$ cat src/pwc_pkg.sv
// shared constants, symbol classifier and register defaults of the pulse coded port
package pwc_pkg;
   // ----------------------------------------
   // timing
   // ----------------------------------------
   localparam int CLK_HZ = 50000000;
   localparam int RATE_MIN_BPS = 1000;
   localparam int RATE_MAX_BPS = 10000;
   localparam int TX_RATE_BPS = 7000;
   localparam int HOST_RATE_BPS = 5000;
   localparam int TURN_GAP_US = 10;
   localparam int TURN_GAP_CYC = (TURN_GAP_US * CLK_HZ + 999999) / 1000000;
   localparam int TX_BIT_CYC = CLK_HZ / TX_RATE_BPS;
   localparam int HOST_BIT_CYC = CLK_HZ / HOST_RATE_BPS;
   localparam int SYM_MIN_CYC = CLK_HZ / RATE_MAX_BPS / 2;
   localparam int RX_TIMEOUT_CYC = 2 * (CLK_HZ / RATE_MIN_BPS);
   localparam int REPLY_SYMS = 66;
   localparam int REPLY_WAIT_CYC = 2 * (REPLY_SYMS * TX_BIT_CYC + TURN_GAP_CYC + TX_BIT_CYC);
   // shortest accepted period as a fraction of the receive timeout or of the bit time
   localparam int DEV_MIN_DIV = RX_TIMEOUT_CYC / SYM_MIN_CYC;
   localparam int HOST_MIN_DIV = HOST_BIT_CYC / SYM_MIN_CYC;
   localparam int CNT_W = 20;
   // ----------------------------------------
   // symbols and frames
   // ----------------------------------------
   localparam logic [1:0] SYM_ZERO = 2'h0;
   localparam logic [1:0] SYM_ONE = 2'h1;
   localparam logic [1:0] SYM_IDLE = 2'h2;
   localparam logic [1:0] SYM_BAD = 2'h3;
   localparam logic [3:0] MAX_BYTES = 4'h8;
   localparam logic [6:0] TX_SYMS_ONE = 7'h0a;
   localparam logic [6:0] TX_SYMS_BLOCK = 7'h42;
   // ----------------------------------------
   // device register map
   // ----------------------------------------
   localparam logic [6:0] LUT_LAST = 7'h5d;
   localparam logic [6:0] INIT_FIRST = 7'h66;
   localparam logic [6:0] FNL_LAST = 7'h78;
   localparam logic [6:0] STATUS_ADDR = 7'h7e;
   localparam logic [6:0] BURN_ADDR = 7'h7f;
   localparam logic [7:0] BURN_LOW = 8'h08;
   localparam logic [7:0] BURN_FNL = 8'h10;
   localparam logic [7:0] BURN_ALL = 8'h20;
   localparam logic [7:0] BURN_RO = 8'h40;
   localparam logic [7:0] BURN_OFF = 8'h80;
   localparam logic [7:0] STATUS_BASE = 8'h20;
   localparam logic [7:0] ST_LOW_DONE = 8'h01;
   localparam logic [7:0] ST_FNL_DONE = 8'h02;
   localparam logic [7:0] ST_RO = 8'h04;
   localparam logic [7:0] ST_OFF = 8'h08;
   localparam logic [7:0] NV_MASK = 8'h0f;
   localparam int ST_RO_POS = 2;
   localparam int ST_OFF_POS = 3;
   localparam logic [7:0] DEF_LUT_EVEN = 8'h40;
   localparam logic [7:0] DEF_OSC0 = 8'h0e;
   localparam logic [7:0] DEF_OSC1 = 8'h14;
   localparam logic [7:0] DEF_OSC2 = 8'h45;
   localparam logic [7:0] DEF_OSC3 = 8'h1b;
   localparam logic [7:0] DEF_OUT = 8'ha2;
   // ----------------------------------------
   // host command registers
   // ----------------------------------------
   localparam logic [3:0] HREG_CTRL = 4'h0;
   localparam logic [3:0] HREG_TARGET = 4'h1;
   localparam logic [3:0] HREG_COUNT = 4'h2;
   localparam logic [3:0] HREG_STAT = 4'h3;
   localparam logic [3:0] HREG_BUF = 4'h8;

   // high time against period: quarter, half, three quarter bands
   function automatic logic [1:0] classify(input logic [CNT_W-1:0] high,
                                           input logic [CNT_W-1:0] per,
                                           input logic [CNT_W-1:0] min_per);
      logic [CNT_W+2:0] h8;
      logic [CNT_W+2:0] p;
      h8 = {high, 3'h0};
      p = {3'h0, per};
      if (per < min_per || h8 < p || h8 > (p << 3) - p) begin
         return SYM_BAD;
      end else if (h8 < p + (p << 1)) begin
         return SYM_ZERO;
      end else if (h8 < p + (p << 2)) begin
         return SYM_IDLE;
      end
      return SYM_ONE;
   endfunction : classify

   function automatic logic [7:0] reg_default(input logic [6:0] a);
      case (a)
         7'h6e: return DEF_OSC0;
         7'h6f: return DEF_OSC1;
         7'h70: return DEF_OSC2;
         7'h71, 7'h77: return DEF_OSC3;
         7'h72, 7'h78: return DEF_OUT;
         default: return (a <= LUT_LAST && !a[0]) ? DEF_LUT_EVEN : 8'h00;
      endcase
   endfunction : reg_default
endpackage : pwc_pkg

$ cat src/pulse_coded_port.sv
// link between master and device: supply pulses one way, current pulses back
`timescale 1ns/1ps
interface pulse_coded_port;
   logic supply_symbol_input;
   logic indicator_sink;
   modport dev(input supply_symbol_input, output indicator_sink);
   modport host(output supply_symbol_input, input indicator_sink);
endinterface : pulse_coded_port

$ cat src/pwc_device.sv
// device end of the pulse coded configuration port with burn and lock logic
//
// Our own choice: strobed register access.
`timescale 1ns/1ps
module pwc_device #(
   parameter int TX_BIT_CYC = pwc_pkg::TX_BIT_CYC,
   parameter int RX_TIMEOUT_CYC = pwc_pkg::RX_TIMEOUT_CYC
) (
   // clock and reset
   input wire logic CLK,
   input wire logic RESETN,
   // link to the master
   pulse_coded_port.dev LINK,
   // nonvolatile burn store
   input wire logic [7:0] NV_STATUS,
   output logic BURN_STROBE,
   output logic [7:0] BURN_CODE,
   // core readback and activity
   input wire logic [6:0] CFG_ADDR,
   output logic [7:0] CFG_DATA,
   output logic TX_ACTIVE
);
   localparam int W = pwc_pkg::CNT_W;

   typedef enum logic [4:0] {
      ST_HUNT = 5'h01,
      ST_CMD = 5'h02,
      ST_WDATA = 5'h04,
      ST_TURN = 5'h08,
      ST_TX = 5'h10
   } dev_state_type;

   dev_state_type state_r, state_nxt;
   logic in_s1_r, in_s2_r, in_d_r;
   logic [W-1:0] cnt_r, high_r, tx_cnt_r;
   logic have_prev_r;
   logic [7:0] shift_r, status_r, burn_code_r, cfg_r;
   logic [2:0] bitcnt_r;
   logic [3:0] bytes_r;
   logic [6:0] addr_r, tx_idx_r;
   logic ro_r, off_r, nv_done_r, sink_r, burn_r, tx_act_r;
   logic [7:0] mem_r [0:127];

   // ----------------------------------------
   // receive decode
   // ----------------------------------------
   wire rise = in_s2_r & ~in_d_r;
   wire fall = ~in_s2_r & in_d_r;
   wire listening = (state_r != ST_TURN) && (state_r != ST_TX) && !off_r;
   wire timeout = cnt_r == W'(RX_TIMEOUT_CYC - 1);
   wire [1:0] sym = pwc_pkg::classify(high_r, cnt_r,
      W'(RX_TIMEOUT_CYC / pwc_pkg::DEV_MIN_DIV));
   wire sym_evt = rise & have_prev_r & listening;
   wire is_bit = sym_evt && (sym == pwc_pkg::SYM_ZERO || sym == pwc_pkg::SYM_ONE);
   wire is_idle = sym_evt && (sym == pwc_pkg::SYM_IDLE);
   wire is_bad = sym_evt && (sym == pwc_pkg::SYM_BAD);
   wire [7:0] byte_in = {shift_r[6:0], sym == pwc_pkg::SYM_ONE};
   wire byte_done = is_bit && (bitcnt_r == 3'h7);
   wire cmd_done = byte_done && (state_r == ST_CMD);
   wire wr_en = byte_done && (state_r == ST_WDATA) && (bytes_r < pwc_pkg::MAX_BYTES) && !ro_r;
   wire writable = (addr_r <= pwc_pkg::LUT_LAST)
      || (addr_r >= pwc_pkg::INIT_FIRST && addr_r <= pwc_pkg::FNL_LAST);
   wire mem_we = wr_en & writable;
   wire burn_hit = wr_en && (addr_r == pwc_pkg::BURN_ADDR);
   wire [7:0] burn_mask =
      (byte_in == pwc_pkg::BURN_LOW) ? pwc_pkg::ST_LOW_DONE :
      (byte_in == pwc_pkg::BURN_FNL) ? pwc_pkg::ST_FNL_DONE :
      (byte_in == pwc_pkg::BURN_ALL) ? (pwc_pkg::ST_LOW_DONE | pwc_pkg::ST_FNL_DONE) :
      (byte_in == pwc_pkg::BURN_RO) ? pwc_pkg::ST_RO :
      (byte_in == pwc_pkg::BURN_OFF) ? pwc_pkg::ST_OFF : 8'h00;
   wire burn_ok = burn_hit && (burn_mask != 8'h00);

   // ----------------------------------------
   // transmit decode
   // ----------------------------------------
   wire [6:0] tx_total = (addr_r == pwc_pkg::STATUS_ADDR) ? pwc_pkg::TX_SYMS_ONE
      : pwc_pkg::TX_SYMS_BLOCK;
   wire [6:0] tx_k = tx_idx_r - 7'h01;
   wire [6:0] rd_addr = addr_r + {4'h0, tx_k[5:3]};
   wire [7:0] rd_byte = (rd_addr == pwc_pkg::STATUS_ADDR) ? status_r : mem_r[rd_addr];
   wire tx_bit = rd_byte[3'h7 - tx_k[2:0]];
   wire tx_idle = (tx_idx_r == 7'h00) || (tx_idx_r == tx_total - 7'h01);
   wire [W-1:0] tx_high = tx_idle ? W'(TX_BIT_CYC / 2)
      : tx_bit ? W'((3 * TX_BIT_CYC) / 4) : W'(TX_BIT_CYC / 4);
   wire tx_sym_end = tx_cnt_r == W'(TX_BIT_CYC - 1);
   wire tx_last = tx_sym_end && (tx_idx_r == tx_total - 7'h01);
   wire turn_end = tx_cnt_r == W'(pwc_pkg::TURN_GAP_CYC + TX_BIT_CYC - 1);
   wire [7:0] cfg_byte = (CFG_ADDR == pwc_pkg::STATUS_ADDR) ? status_r : mem_r[CFG_ADDR];

   // ----------------------------------------
   // frame sequencing
   // ----------------------------------------
   always_comb begin
      state_nxt = state_r;
      case (state_r)
         ST_HUNT: begin
            if (is_idle) begin
               state_nxt = ST_CMD;
            end
         end
         ST_CMD: begin
            if (is_bad || timeout) begin
               state_nxt = ST_HUNT;
            end else if (cmd_done) begin
               state_nxt = byte_in[7] ? ST_TURN : ST_WDATA;
            end
         end
         ST_WDATA: begin
            if (is_bad || is_idle || timeout) begin
               state_nxt = ST_HUNT;
            end
         end
         ST_TURN: begin
            if (turn_end) begin
               state_nxt = ST_TX;
            end
         end
         ST_TX: begin
            if (tx_last) begin
               state_nxt = ST_HUNT;
            end
         end
         default: state_nxt = ST_HUNT;
      endcase
   end

   // ----------------------------------------
   // input sampling and symbol timing
   // ----------------------------------------
   always_ff @(posedge CLK or negedge RESETN) begin
      if (!RESETN) begin
         in_s1_r <= 1'b0;
         in_s2_r <= 1'b0;
         in_d_r <= 1'b0;
         cnt_r <= '0;
         high_r <= '0;
         have_prev_r <= 1'b0;
      end else begin
         in_s1_r <= LINK.supply_symbol_input;
         in_s2_r <= in_s1_r;
         in_d_r <= in_s2_r;
         cnt_r <= rise ? '0 : (timeout ? cnt_r : cnt_r + 1'b1);
         if (fall) begin
            high_r <= cnt_r;
         end
         have_prev_r <= listening && !timeout && (rise || have_prev_r);
      end
   end

   // ----------------------------------------
   // command and data shifting
   // ----------------------------------------
   always_ff @(posedge CLK or negedge RESETN) begin
      if (!RESETN) begin
         state_r <= ST_HUNT;
         shift_r <= 8'h00;
         bitcnt_r <= 3'h0;
         bytes_r <= 4'h0;
         addr_r <= 7'h00;
      end else begin
         state_r <= state_nxt;
         if (is_bit) begin
            shift_r <= byte_in;
         end
         bitcnt_r <= (is_idle || is_bad || timeout || !listening) ? 3'h0
            : (is_bit ? bitcnt_r + 3'h1 : bitcnt_r);
         if (cmd_done) begin
            addr_r <= byte_in[6:0];
            bytes_r <= 4'h0;
         end else if (byte_done && state_r == ST_WDATA && bytes_r < pwc_pkg::MAX_BYTES) begin
            addr_r <= addr_r + 7'h01;
            bytes_r <= bytes_r + 4'h1;
         end
      end
   end

   // ----------------------------------------
   // register file
   // ----------------------------------------
   generate
      for (genvar g = 0; g < 128; g++) begin : g_mem
         always_ff @(posedge CLK or negedge RESETN) begin
            if (!RESETN) begin
               mem_r[g] <= pwc_pkg::reg_default(7'(g));
            end else if (mem_we && addr_r == 7'(g)) begin
               mem_r[g] <= byte_in;
            end
         end
      end
   endgenerate

   // ----------------------------------------
   // burn status and lock
   // ----------------------------------------
   always_ff @(posedge CLK or negedge RESETN) begin
      if (!RESETN) begin
         status_r <= pwc_pkg::STATUS_BASE;
         nv_done_r <= 1'b0;
         ro_r <= 1'b0;
         off_r <= 1'b0;
         burn_r <= 1'b0;
         burn_code_r <= 8'h00;
      end else begin
         nv_done_r <= 1'b1;
         if (!nv_done_r) begin
            status_r <= pwc_pkg::STATUS_BASE | (NV_STATUS & pwc_pkg::NV_MASK);
            ro_r <= NV_STATUS[pwc_pkg::ST_RO_POS];
            off_r <= NV_STATUS[pwc_pkg::ST_OFF_POS];
         end else if (burn_ok) begin
            status_r <= status_r | burn_mask;
         end
         burn_r <= burn_ok;
         if (burn_ok) begin
            burn_code_r <= byte_in;
         end
      end
   end

   // ----------------------------------------
   // response transmitter
   // ----------------------------------------
   always_ff @(posedge CLK or negedge RESETN) begin
      if (!RESETN) begin
         tx_cnt_r <= '0;
         tx_idx_r <= 7'h00;
         sink_r <= 1'b0;
         tx_act_r <= 1'b0;
         cfg_r <= 8'h00;
      end else begin
         if (state_r == ST_TURN) begin
            tx_cnt_r <= turn_end ? '0 : tx_cnt_r + 1'b1;
         end else if (state_r == ST_TX) begin
            tx_cnt_r <= tx_sym_end ? '0 : tx_cnt_r + 1'b1;
         end else begin
            tx_cnt_r <= '0;
         end
         tx_idx_r <= (state_r != ST_TX) ? 7'h00 : (tx_sym_end ? tx_idx_r + 7'h01 : tx_idx_r);
         sink_r <= (state_r == ST_TX) && (tx_cnt_r < tx_high);
         tx_act_r <= (state_nxt == ST_TURN) || (state_nxt == ST_TX);
         cfg_r <= cfg_byte;
      end
   end

   assign LINK.indicator_sink = sink_r;
   assign BURN_STROBE = burn_r;
   assign BURN_CODE = burn_code_r;
   assign CFG_DATA = cfg_r;
   assign TX_ACTIVE = tx_act_r;
endmodule : pwc_device

$ cat src/flat_wrapper.sv
// flat-port wrapper written by rule: the top's interface ports become plain ports
module pwc_device_flat 
#(
   parameter int TX_BIT_CYC = pwc_pkg::TX_BIT_CYC,
   parameter int RX_TIMEOUT_CYC = pwc_pkg::RX_TIMEOUT_CYC
)
  (CLK, RESETN, NV_STATUS, BURN_STROBE, BURN_CODE, CFG_ADDR, CFG_DATA, TX_ACTIVE, LINK_supply_symbol_input, LINK_indicator_sink);
  pulse_coded_port LINK_i ();
  input wire logic CLK;
  input wire logic RESETN;
  input wire logic [7:0] NV_STATUS;
  output logic BURN_STROBE;
  output logic [7:0] BURN_CODE;
  input wire logic [6:0] CFG_ADDR;
  output logic [7:0] CFG_DATA;
  output logic TX_ACTIVE;
  input wire logic [$bits(LINK_i.supply_symbol_input)-1:0] LINK_supply_symbol_input;
  output wire logic [$bits(LINK_i.indicator_sink)-1:0] LINK_indicator_sink;
  assign LINK_i.supply_symbol_input = LINK_supply_symbol_input;
  assign LINK_indicator_sink = LINK_i.indicator_sink;
  pwc_device #(.TX_BIT_CYC(TX_BIT_CYC), .RX_TIMEOUT_CYC(RX_TIMEOUT_CYC)) u_core (.CLK(CLK), .RESETN(RESETN), .LINK(LINK_i), .NV_STATUS(NV_STATUS), .BURN_STROBE(BURN_STROBE), .BURN_CODE(BURN_CODE), .CFG_ADDR(CFG_ADDR), .CFG_DATA(CFG_DATA), .TX_ACTIVE(TX_ACTIVE));
endmodule
$ cat config.mk
export PLATFORM = sky130hd
export DESIGN_NAME = pwc_device_flat
export DESIGN_NICKNAME = d
export VERILOG_FILES = /design/src/pwc_pkg.sv /design/src/pulse_coded_port.sv /design/src/pwc_device.sv /design/src/flat_wrapper.sv
export SDC_FILE = /design/constraint.sdc
export NUM_CORES = 2
export LEC_CHECK = 0
export BUFFER_PORTS_ARGS = -buffer_cell sky130_fd_sc_hd__buf_4
export CAP_MARGIN = 40
export CORE_MARGIN = 10
export CORE_UTILIZATION = 65
export CTS_BUF_LIST = sky130_fd_sc_hd__clkbuf_8
export CTS_CLUSTER_DIAMETER = 80
export CTS_CLUSTER_SIZE = 20
export DETAILED_ROUTE_END_ITERATION = 10
export GPL_TIMING_DRIVEN = 0
export PLACE_DENSITY = 0.79
export SETUP_SLACK_MARGIN = 0.02
export SYNTH_ARGS = -nofsm -noshare
export SYNTH_HDL_FRONTEND = slang
export SYNTH_SLANG_ARGS = --single-unit
$ cat constraint.sdc
create_clock -name CLK -period 7.2 [get_ports CLK]
set_input_delay 0.72 -clock CLK [delete_from_list [all_inputs] [get_ports CLK]]
set_output_delay 0.72 -clock CLK [all_outputs]
set_load 0.005 [all_outputs]
* Word level (Yosys, flattened, before mapping) *
Cells that the tools add are included.

cells by class
  add/sub/neg operators = 13
  magnitude comparators = 13
  eq/ne operators = 153
  muxes and demuxes = 49
  bitwise gates (word level) = 10
  reduce and logical (&&, ||, !) cells = 167

operators with widths
  operator                 number
  $eq A7 B7 Y1 const B     66
  $eq A7 B6 Y1 const B     32
  $logic_and A1 B1 Y1      145
  $mux W20                 7
  $bmux W8 S7              2
  $eq A7 B5 Y1 const B     16
  $mux W8                  12
  $eq A7 B4 Y1 const B     8
  $lt A23 B23 Y1           2
  $add A20 B1 Y20 const B  2
  $eq A20 B13 Y1 const B   2
  $mux W7                  5
  $mux W5                  6
  $eq A7 B3 Y1 const B     4
  $pmux W5 S5              1
  $add A20 B22 Y23         1
  $gt A23 B23 Y1           1
  $lt A23 B20 Y1           1
  $sub A23 B20 Y23         1
  $add A20 B21 Y22         1
  $eq A20 B17 Y1 const B   1
  $lt A20 B12 Y1 const B   1
  $lt A20 B20 Y1           1
  $ge A8 B8 Y1 const B     2
  other kinds (47)         85

word-level totals
  bits in registers = 1,151
  bits of input ports = 18
  output and inout port bits = 19

* Longest topological paths before layout *
  depth in word-level cells = 17
  depth in mapped cells = 30

* Least setup slack after synthesis *
OpenSTA, ideal clock, no wires.

  path type = register -> register
  start = reg u_core.cnt_r[2]
  end = reg u_core.mem_r[145] (netlist bit)
  library setup time = 0.128 ns
  arrival time = 5.873 ns
  path slack = 1.199 ns
  stages on the path, launching flop included = 30
  path buffers = 3
  period minus slack after synthesis = 6.001 ns
  cell sequence = dfrtp_1 -> inv_1 -> ha_1 -> a21o_1 -> a21oi_1 -> o21bai_1 -> a21oi_1 -> o21ai_0 -> a31o_2 -> o41ai_1 -> o21ba_2 -> o21ai_0 -> a21oi_1 -> xor2_1 -> ha_1 -> a21o_1 -> a21o_1 -> a21o_1 -> a21oi_1 -> nor2b_1 -> o21ai_0 -> or4b_4 -> nand2_4 -> nand4_2 -> nor4_2 -> buf_4 -> buf_6 -> buf_8 -> nand3_4 -> mux2_1

on the way
  word-level cells in the longest chain between the ends = 15
  elaborated cells between the ends (all ways) = 26
  classes of those cells = add/sub (3); order compare (5); eq/ne (1); mux (6); bitwise (1); reduce/logical (10)

RTL lines
  element                                                  line               source
  start, declared                                          pwc_device.sv:35   logic [W-1:0] cnt_r, high_r, tx_cnt_r;
  start signal, assigned                                   pwc_device.sv:142  cnt_r <= rise ? '0 : (timeout ? cnt_r : cnt_r + 1'b1);
  $add A20 B22 Y23                                         pwc_pkg.sv:81      end else if (h8 < p + (p << 2)) begin
  $lt A23 B23 Y1                                           pwc_pkg.sv:81
  $mux W1                                                  pwc_pkg.sv:81
  $mux W1                                                  pwc_pkg.sv:79      end else if (h8 < p + (p << 1)) begin
  $mux W1                                                  pwc_pkg.sv:77      if (per < min_per || h8 < p || h8 > (p << 3) - p) begin
  $mux W2 *                                                pwc_pkg.sv:84      return SYM_ONE;
  $eq A2 B1 Y1 / $logic_not A2 Y1 (equally long branches)  pwc_device.sv:54   wire is_bit = sym_evt && (sym == pwc_pkg::SYM_ZERO || sym == pwc_pkg::SYM_ONE);
  $logic_or A1 B1 Y1 *                                     pwc_device.sv:54
  $logic_and A1 B1 Y1 *                                    pwc_device.sv:54
  $logic_and A1 B1 Y1 *                                    pwc_device.sv:58   wire byte_done = is_bit && (bitcnt_r == 3'h7);
  $logic_and A1 B1 Y1 * (3 in series)                      pwc_device.sv:60   wire wr_en = byte_done && (state_r == ST_WDATA) && (bytes_r < pwc_pkg::MAX_BYTES) && !ro_r;
  $and A1 B1 Y1 *                                          pwc_device.sv:63   wire mem_we = wr_en & writable;
  $logic_and A1 B1 Y1 *                                    pwc_device.sv:185  end else if (mem_we && addr_r == 7'(g)) begin
  end signal, assigned by index                            pwc_device.sv:184  mem_r[g] <= pwc_pkg::reg_default(7'(g));
  end signal, assigned by index                            pwc_device.sv:186  mem_r[g] <= byte_in;
  end, declared                                            pwc_device.sv:42   logic [7:0] mem_r [0:127];

Every way passes the cells marked *; elsewhere a longest branch is shown, timed or not.
A chain may end at the register's enable or synchronous reset.

* Worst setup path in the final report *
  start = reg u_core.tx_idx_r[0]
  end = reg u_core.sink_r (netlist: u_core.LINK.indicator_sink)

on the way
  word-level cells in the longest chain between the ends = 13
  elaborated cells between the ends (all ways) = 18
  classes of those cells = add/sub (3); order compare (1); eq/ne (2); mux (8); bitwise (1); reduce/logical (3)

RTL lines
  element                                      line               source
  start, declared                              pwc_device.sv:40   logic [6:0] addr_r, tx_idx_r;
  start signal, assigned                       pwc_device.sv:237  tx_idx_r <= (state_r != ST_TX) ? 7'h00 : (tx_sym_end ? tx_idx_r + 7'h01 : tx_idx_r);
  $sub A6 B1 Y6                                pwc_device.sv:78   wire [6:0] tx_k = tx_idx_r - 7'h01;
  $add A7 B3 Y7                                pwc_device.sv:79   wire [6:0] rd_addr = addr_r + {4'h0, tx_k[5:3]};
  $not A7 Y8 (implied by the code)             pwc_device.sv:80   wire [7:0] rd_byte = (rd_addr == pwc_pkg::STATUS_ADDR) ? status_r : mem_r[rd_addr];
  $bmux W8 S7                                  pwc_device.sv:80
  $mux W8 (implied by the code) (2 in series)  pwc_device.sv:80
  $mux W8                                      pwc_device.sv:80
  $bmux W1 S3                                  pwc_device.sv:81   wire tx_bit = rd_byte[3'h7 - tx_k[2:0]];
  $mux W1 (implied by the code)                pwc_device.sv:81
  $mux W13                                     pwc_device.sv:84   : tx_bit ? W'((3 * TX_BIT_CYC) / 4) : W'(TX_BIT_CYC / 4);
  $mux W20 *                                   pwc_device.sv:83   wire [W-1:0] tx_high = tx_idle ? W'(TX_BIT_CYC / 2)
  $lt A20 B20 Y1 *                             pwc_device.sv:238  sink_r <= (state_r == ST_TX) && (tx_cnt_r < tx_high);
  $logic_and A1 B1 Y1 *                        pwc_device.sv:238
  end signal, assigned                         pwc_device.sv:238
  end, declared                                pwc_device.sv:41   logic ro_r, off_r, nv_done_r, sink_r, burn_r, tx_act_r;

Every way passes the cells marked *; elsewhere a longest branch is shown, timed or not. The select of a mux whose other input is x is not followed.

==> out/results.tsv <==
metric	value	unit
area leader, netlist	dfrtp_1	
DRC violations left	0	
Core Rows	116	
via/cell ratio	7.77	
Worst VDD drop	0.196	mV
FFs w/ async S/R, synth	1.00	
PD cells	155	nW/um^2
CP Max Fanout	10	
max_cap viols	0	
total routed wirelength	276000	um
initial antenna violation count	40	
vias	50501	
final setup fails	1	
TritonCTS clock tree	built	
num ports	37	
grt ovf	0	
Pwr Total	0.0112	W
Tmin final	7.21	ns
post-synthesis net count	4995	
sequential area share after synthesis	0.436	
Syn Area/Cell	13.8	um^2
largest cells by area after synthesis	dfrtp_1, mux4_2, mux2_2	
Chip Height	339	um
clk slew on worst S/H paths	0.13	ns
final max-slew violation count	0	
failing checks	negative setup slack	
cell with the most instances after synthesis	dfrtp_1	
# nets final	5258	
CP startpoint kind	flop	
DP HPWL	201000	um
Synth Cell Area	66100	um^2
ys flop type	dfrtp_1	
Worst-Skew Late Latency	0.90	ns
Cells after Synth	4799	
status	finished, violations left	
die area	115000	um^2
core area	101000	um^2
clock sink total	1148	
clk buf depth	3	
Post-synth EDFFs	0	
largest net degree at the start of global routing	187	
Synth top area share	0.408	
Area Growth Syn to Fin	9.46	%
Worst setup EP type	flop	
vias in the first global route	48729	
Inserted Clock Buffers	70	
H-tree depth	3	
Leakage	32.9	nW
sum of negative setup slack	-0.00524	ns
crit path kind	flop to flop	
Syn. warnings	0	
1st-pass router iterations	8	
Routed wire per std cell	42.4	um
#FFs+latches synth	1148	
Die Wd	339	um
most frequent cells after synthesis	dfrtp_1, mux2_2, mux4_2, clkbuf_1, nand2_1	
Worst EP required	7.98	ns
first-pass GRT wire length	383000	um
final worst-path cycle share	1.00	
Final ANT Viol Nets	0	
share of layout cells above drive strength 1	0.409	
clock root buffer	clkbuf_8	
worst slew pin tran	1.13	ns
worst min-delay path class	input port to flop	
clk_skew	0.0866	ns
final setup margin	-0.00524	ns
arrival time at the worst endpoint	7.98	ns
Buffers on Ports	27	
Tot GR Track Use	0.477	
Slew HR	0.245	
final hold vios	0	
initial core utilization	0.657	
DR iter-0 viols	8352	
GPL Wtd Cong	1.13	
fmax	139	MHz
post-synth cell types	91	
metrics by stage:
step,setup WS [ns],hold WS (ns),std cells,util,instance area (um^2)
after global placement,-8.15,0.332,6183,0.676,68000
after global routing,-0.0404,0.106,6484,0.719,72300
final,-0.00524,0.0835,6500,0.719,72400
after CTS,-0.00481,0.000992,6444,0.713,71700
after floorplan,1.20,0.331,4799,-,66100
after detailed placement,-2.52,0.348,6308,0.694,69800
sequential cells by signal, indices dropped and copies added, names as in the netlist, 3 cells and up:
signal / flops
u_core.cnt_r: 20
u_core.tx_cnt_r: 20
u_core.CFG_DATA: 8
u_core.status_r: 5
u_core.tx_idx_r: 7
u_core.BURN_CODE: 8
u_core.bitcnt_r: 3
u_core.shift_r: 7
u_core.bytes_r: 4
u_core.state_r: 5
u_core.high_r: 20
u_core.mem_r: 1024
u_core.addr_r: 7
final cells by class:
class / count / area [um^2]
Antenna cell: 26 / 65.1
Buffer: 403 / 2060
Clock buffer: 71 / 977
Clock inverter: 56 / 324
Fill cell: 6722 / 28200
Inverter: 170 / 638
Multi-Input combinational cell: 3075 / 35500
Sequential cell: 1148 / 28800
Tap cell: 1357 / 1700
Timing Repair Buffer: 194 / 2310
logic make-up (layout without fill, tap and decap cells):
logic type / after synthesis / in the layout / share of synthesized area
other cells: 1 / 27 / 0.0000567
flops: 1148 / 1148 / 0.436
xor+xnor: 107 / 107 / 0.0142
mux: 1608 / 1608 / 0.375
fa+ha+maj: 178 / 178 / 0.0340
compound gates: 352 / 352 / 0.0347
buf+inv: 576 / 894 / 0.0352
simple gates: 829 / 829 / 0.0708
power breakdown:
group | switching [W] | internal (W) | total [W] | leakage (nW)
clock | 0.00230 | 0.00101 | 0.00331 | 0.813
combinational | 0.000859 | 0.000535 | 0.00139 | 16.3
sequential | 0.0000486 | 0.00647 | 0.00652 | 15.7
worst max-delay path: stages (launching register included):
cell and delay [ns]:
dfrtp_4 0.53, clkbuf_4 0.25, inv_2 0.13, ha_1 0.22
nor3b_1 0.25, xor2_1 0.25, inv_1 0.09, fa_1 0.47
nand2b_1 0.29, nand2_1 0.38, clkbuf_2 0.38, buf_6 0.26
clkbuf_8 0.36, mux2i_2 0.19, a221oi_2 0.59, o21ai_2 0.24
a32oi_1 0.35, a22oi_2 0.15, o32a_4 0.30, nand2_1 0.10
ha_1 0.26, a21oi_1 0.14, nor2_1 0.06, a211o_1 0.28
a2111oi_2 0.40, o21a_1 0.17
layout by cell type, fill, tap and decap left out, types with 11 or more instances in the layout:
cell	n
ha_1	174
nand4_1	39
buf_16	13
mux2_1	44
a31oi_1	17
dfstp_2	71
buf_6	73
nand3_1	63
buf_2	44
buf_8	56
mux2_2	802
buf_4	82
nand2_1	258
nand2b_1	27
and3_1	18
mux2i_1	146
diode_2	26
nand3_2	87
xnor2_1	66
clkbuf_8	75
mux4_2	612
a21o_1	33
nor2_1	156
a21oi_1	62
clkbuf_4	11
clkbuf_1	245
and2_1	13
inv_1	208
buf_1	26
o21ai_0	96
xor2_1	41
nor3_1	39
nor2b_1	18
nand3_4	30
clkbuf_2	33
dfrtp_1	1072
path summary, 6_finish.rpt:
| kind | to | depth (start not counted) | slack, ns | startpoint |
|---|---|---|---|---|
| setup / recovery | u_core.LINK.indicator_sink | 25 | -0.005 | u_core.tx_idx_r[0] |
| hold / removal | u_core.status_r[1] | 3 | 0.08 | NV_STATUS[1] |
| setup reg to reg | u_core.LINK.indicator_sink | 25 | -0.005 | u_core.tx_idx_r[0] |
| hold reg to reg | u_core.in_s2_r | 0 | 0.37 | u_core.in_s1_r |
| max in group asynchronous | u_core.mem_r[259] | 4 | 4.45 | RESETN |
| min in group asynchronous | u_core.cnt_r[18] | 2 | 0.51 | RESETN |
routing by layer:
| metal | share of wire | vias to the layer above | global-route usage |
|---|---|---|---|
| met2 | 0.40 | 4725 | 0.632 |
| li1 | - | 18630 | - |
| met5 | 0.0036 | - | 0.0433 |
| met3 | 0.17 | 1343 | 0.295 |
| met4 | 0.10 | 32 | 0.361 |
| met1 | 0.32 | 25771 | 0.550 |
what timing repair did:
item                       in CTS  in global routing
hold endpoints to repair      134                  1
setup buffers                   7                 24
pin swaps                       5                 12
hold buffers                    1                  1
setup endpoints to repair     964                978
cloned                          1                  0
gates resized for setup       137                 87
Note: power is estimated with default switching activity, not from simulation.
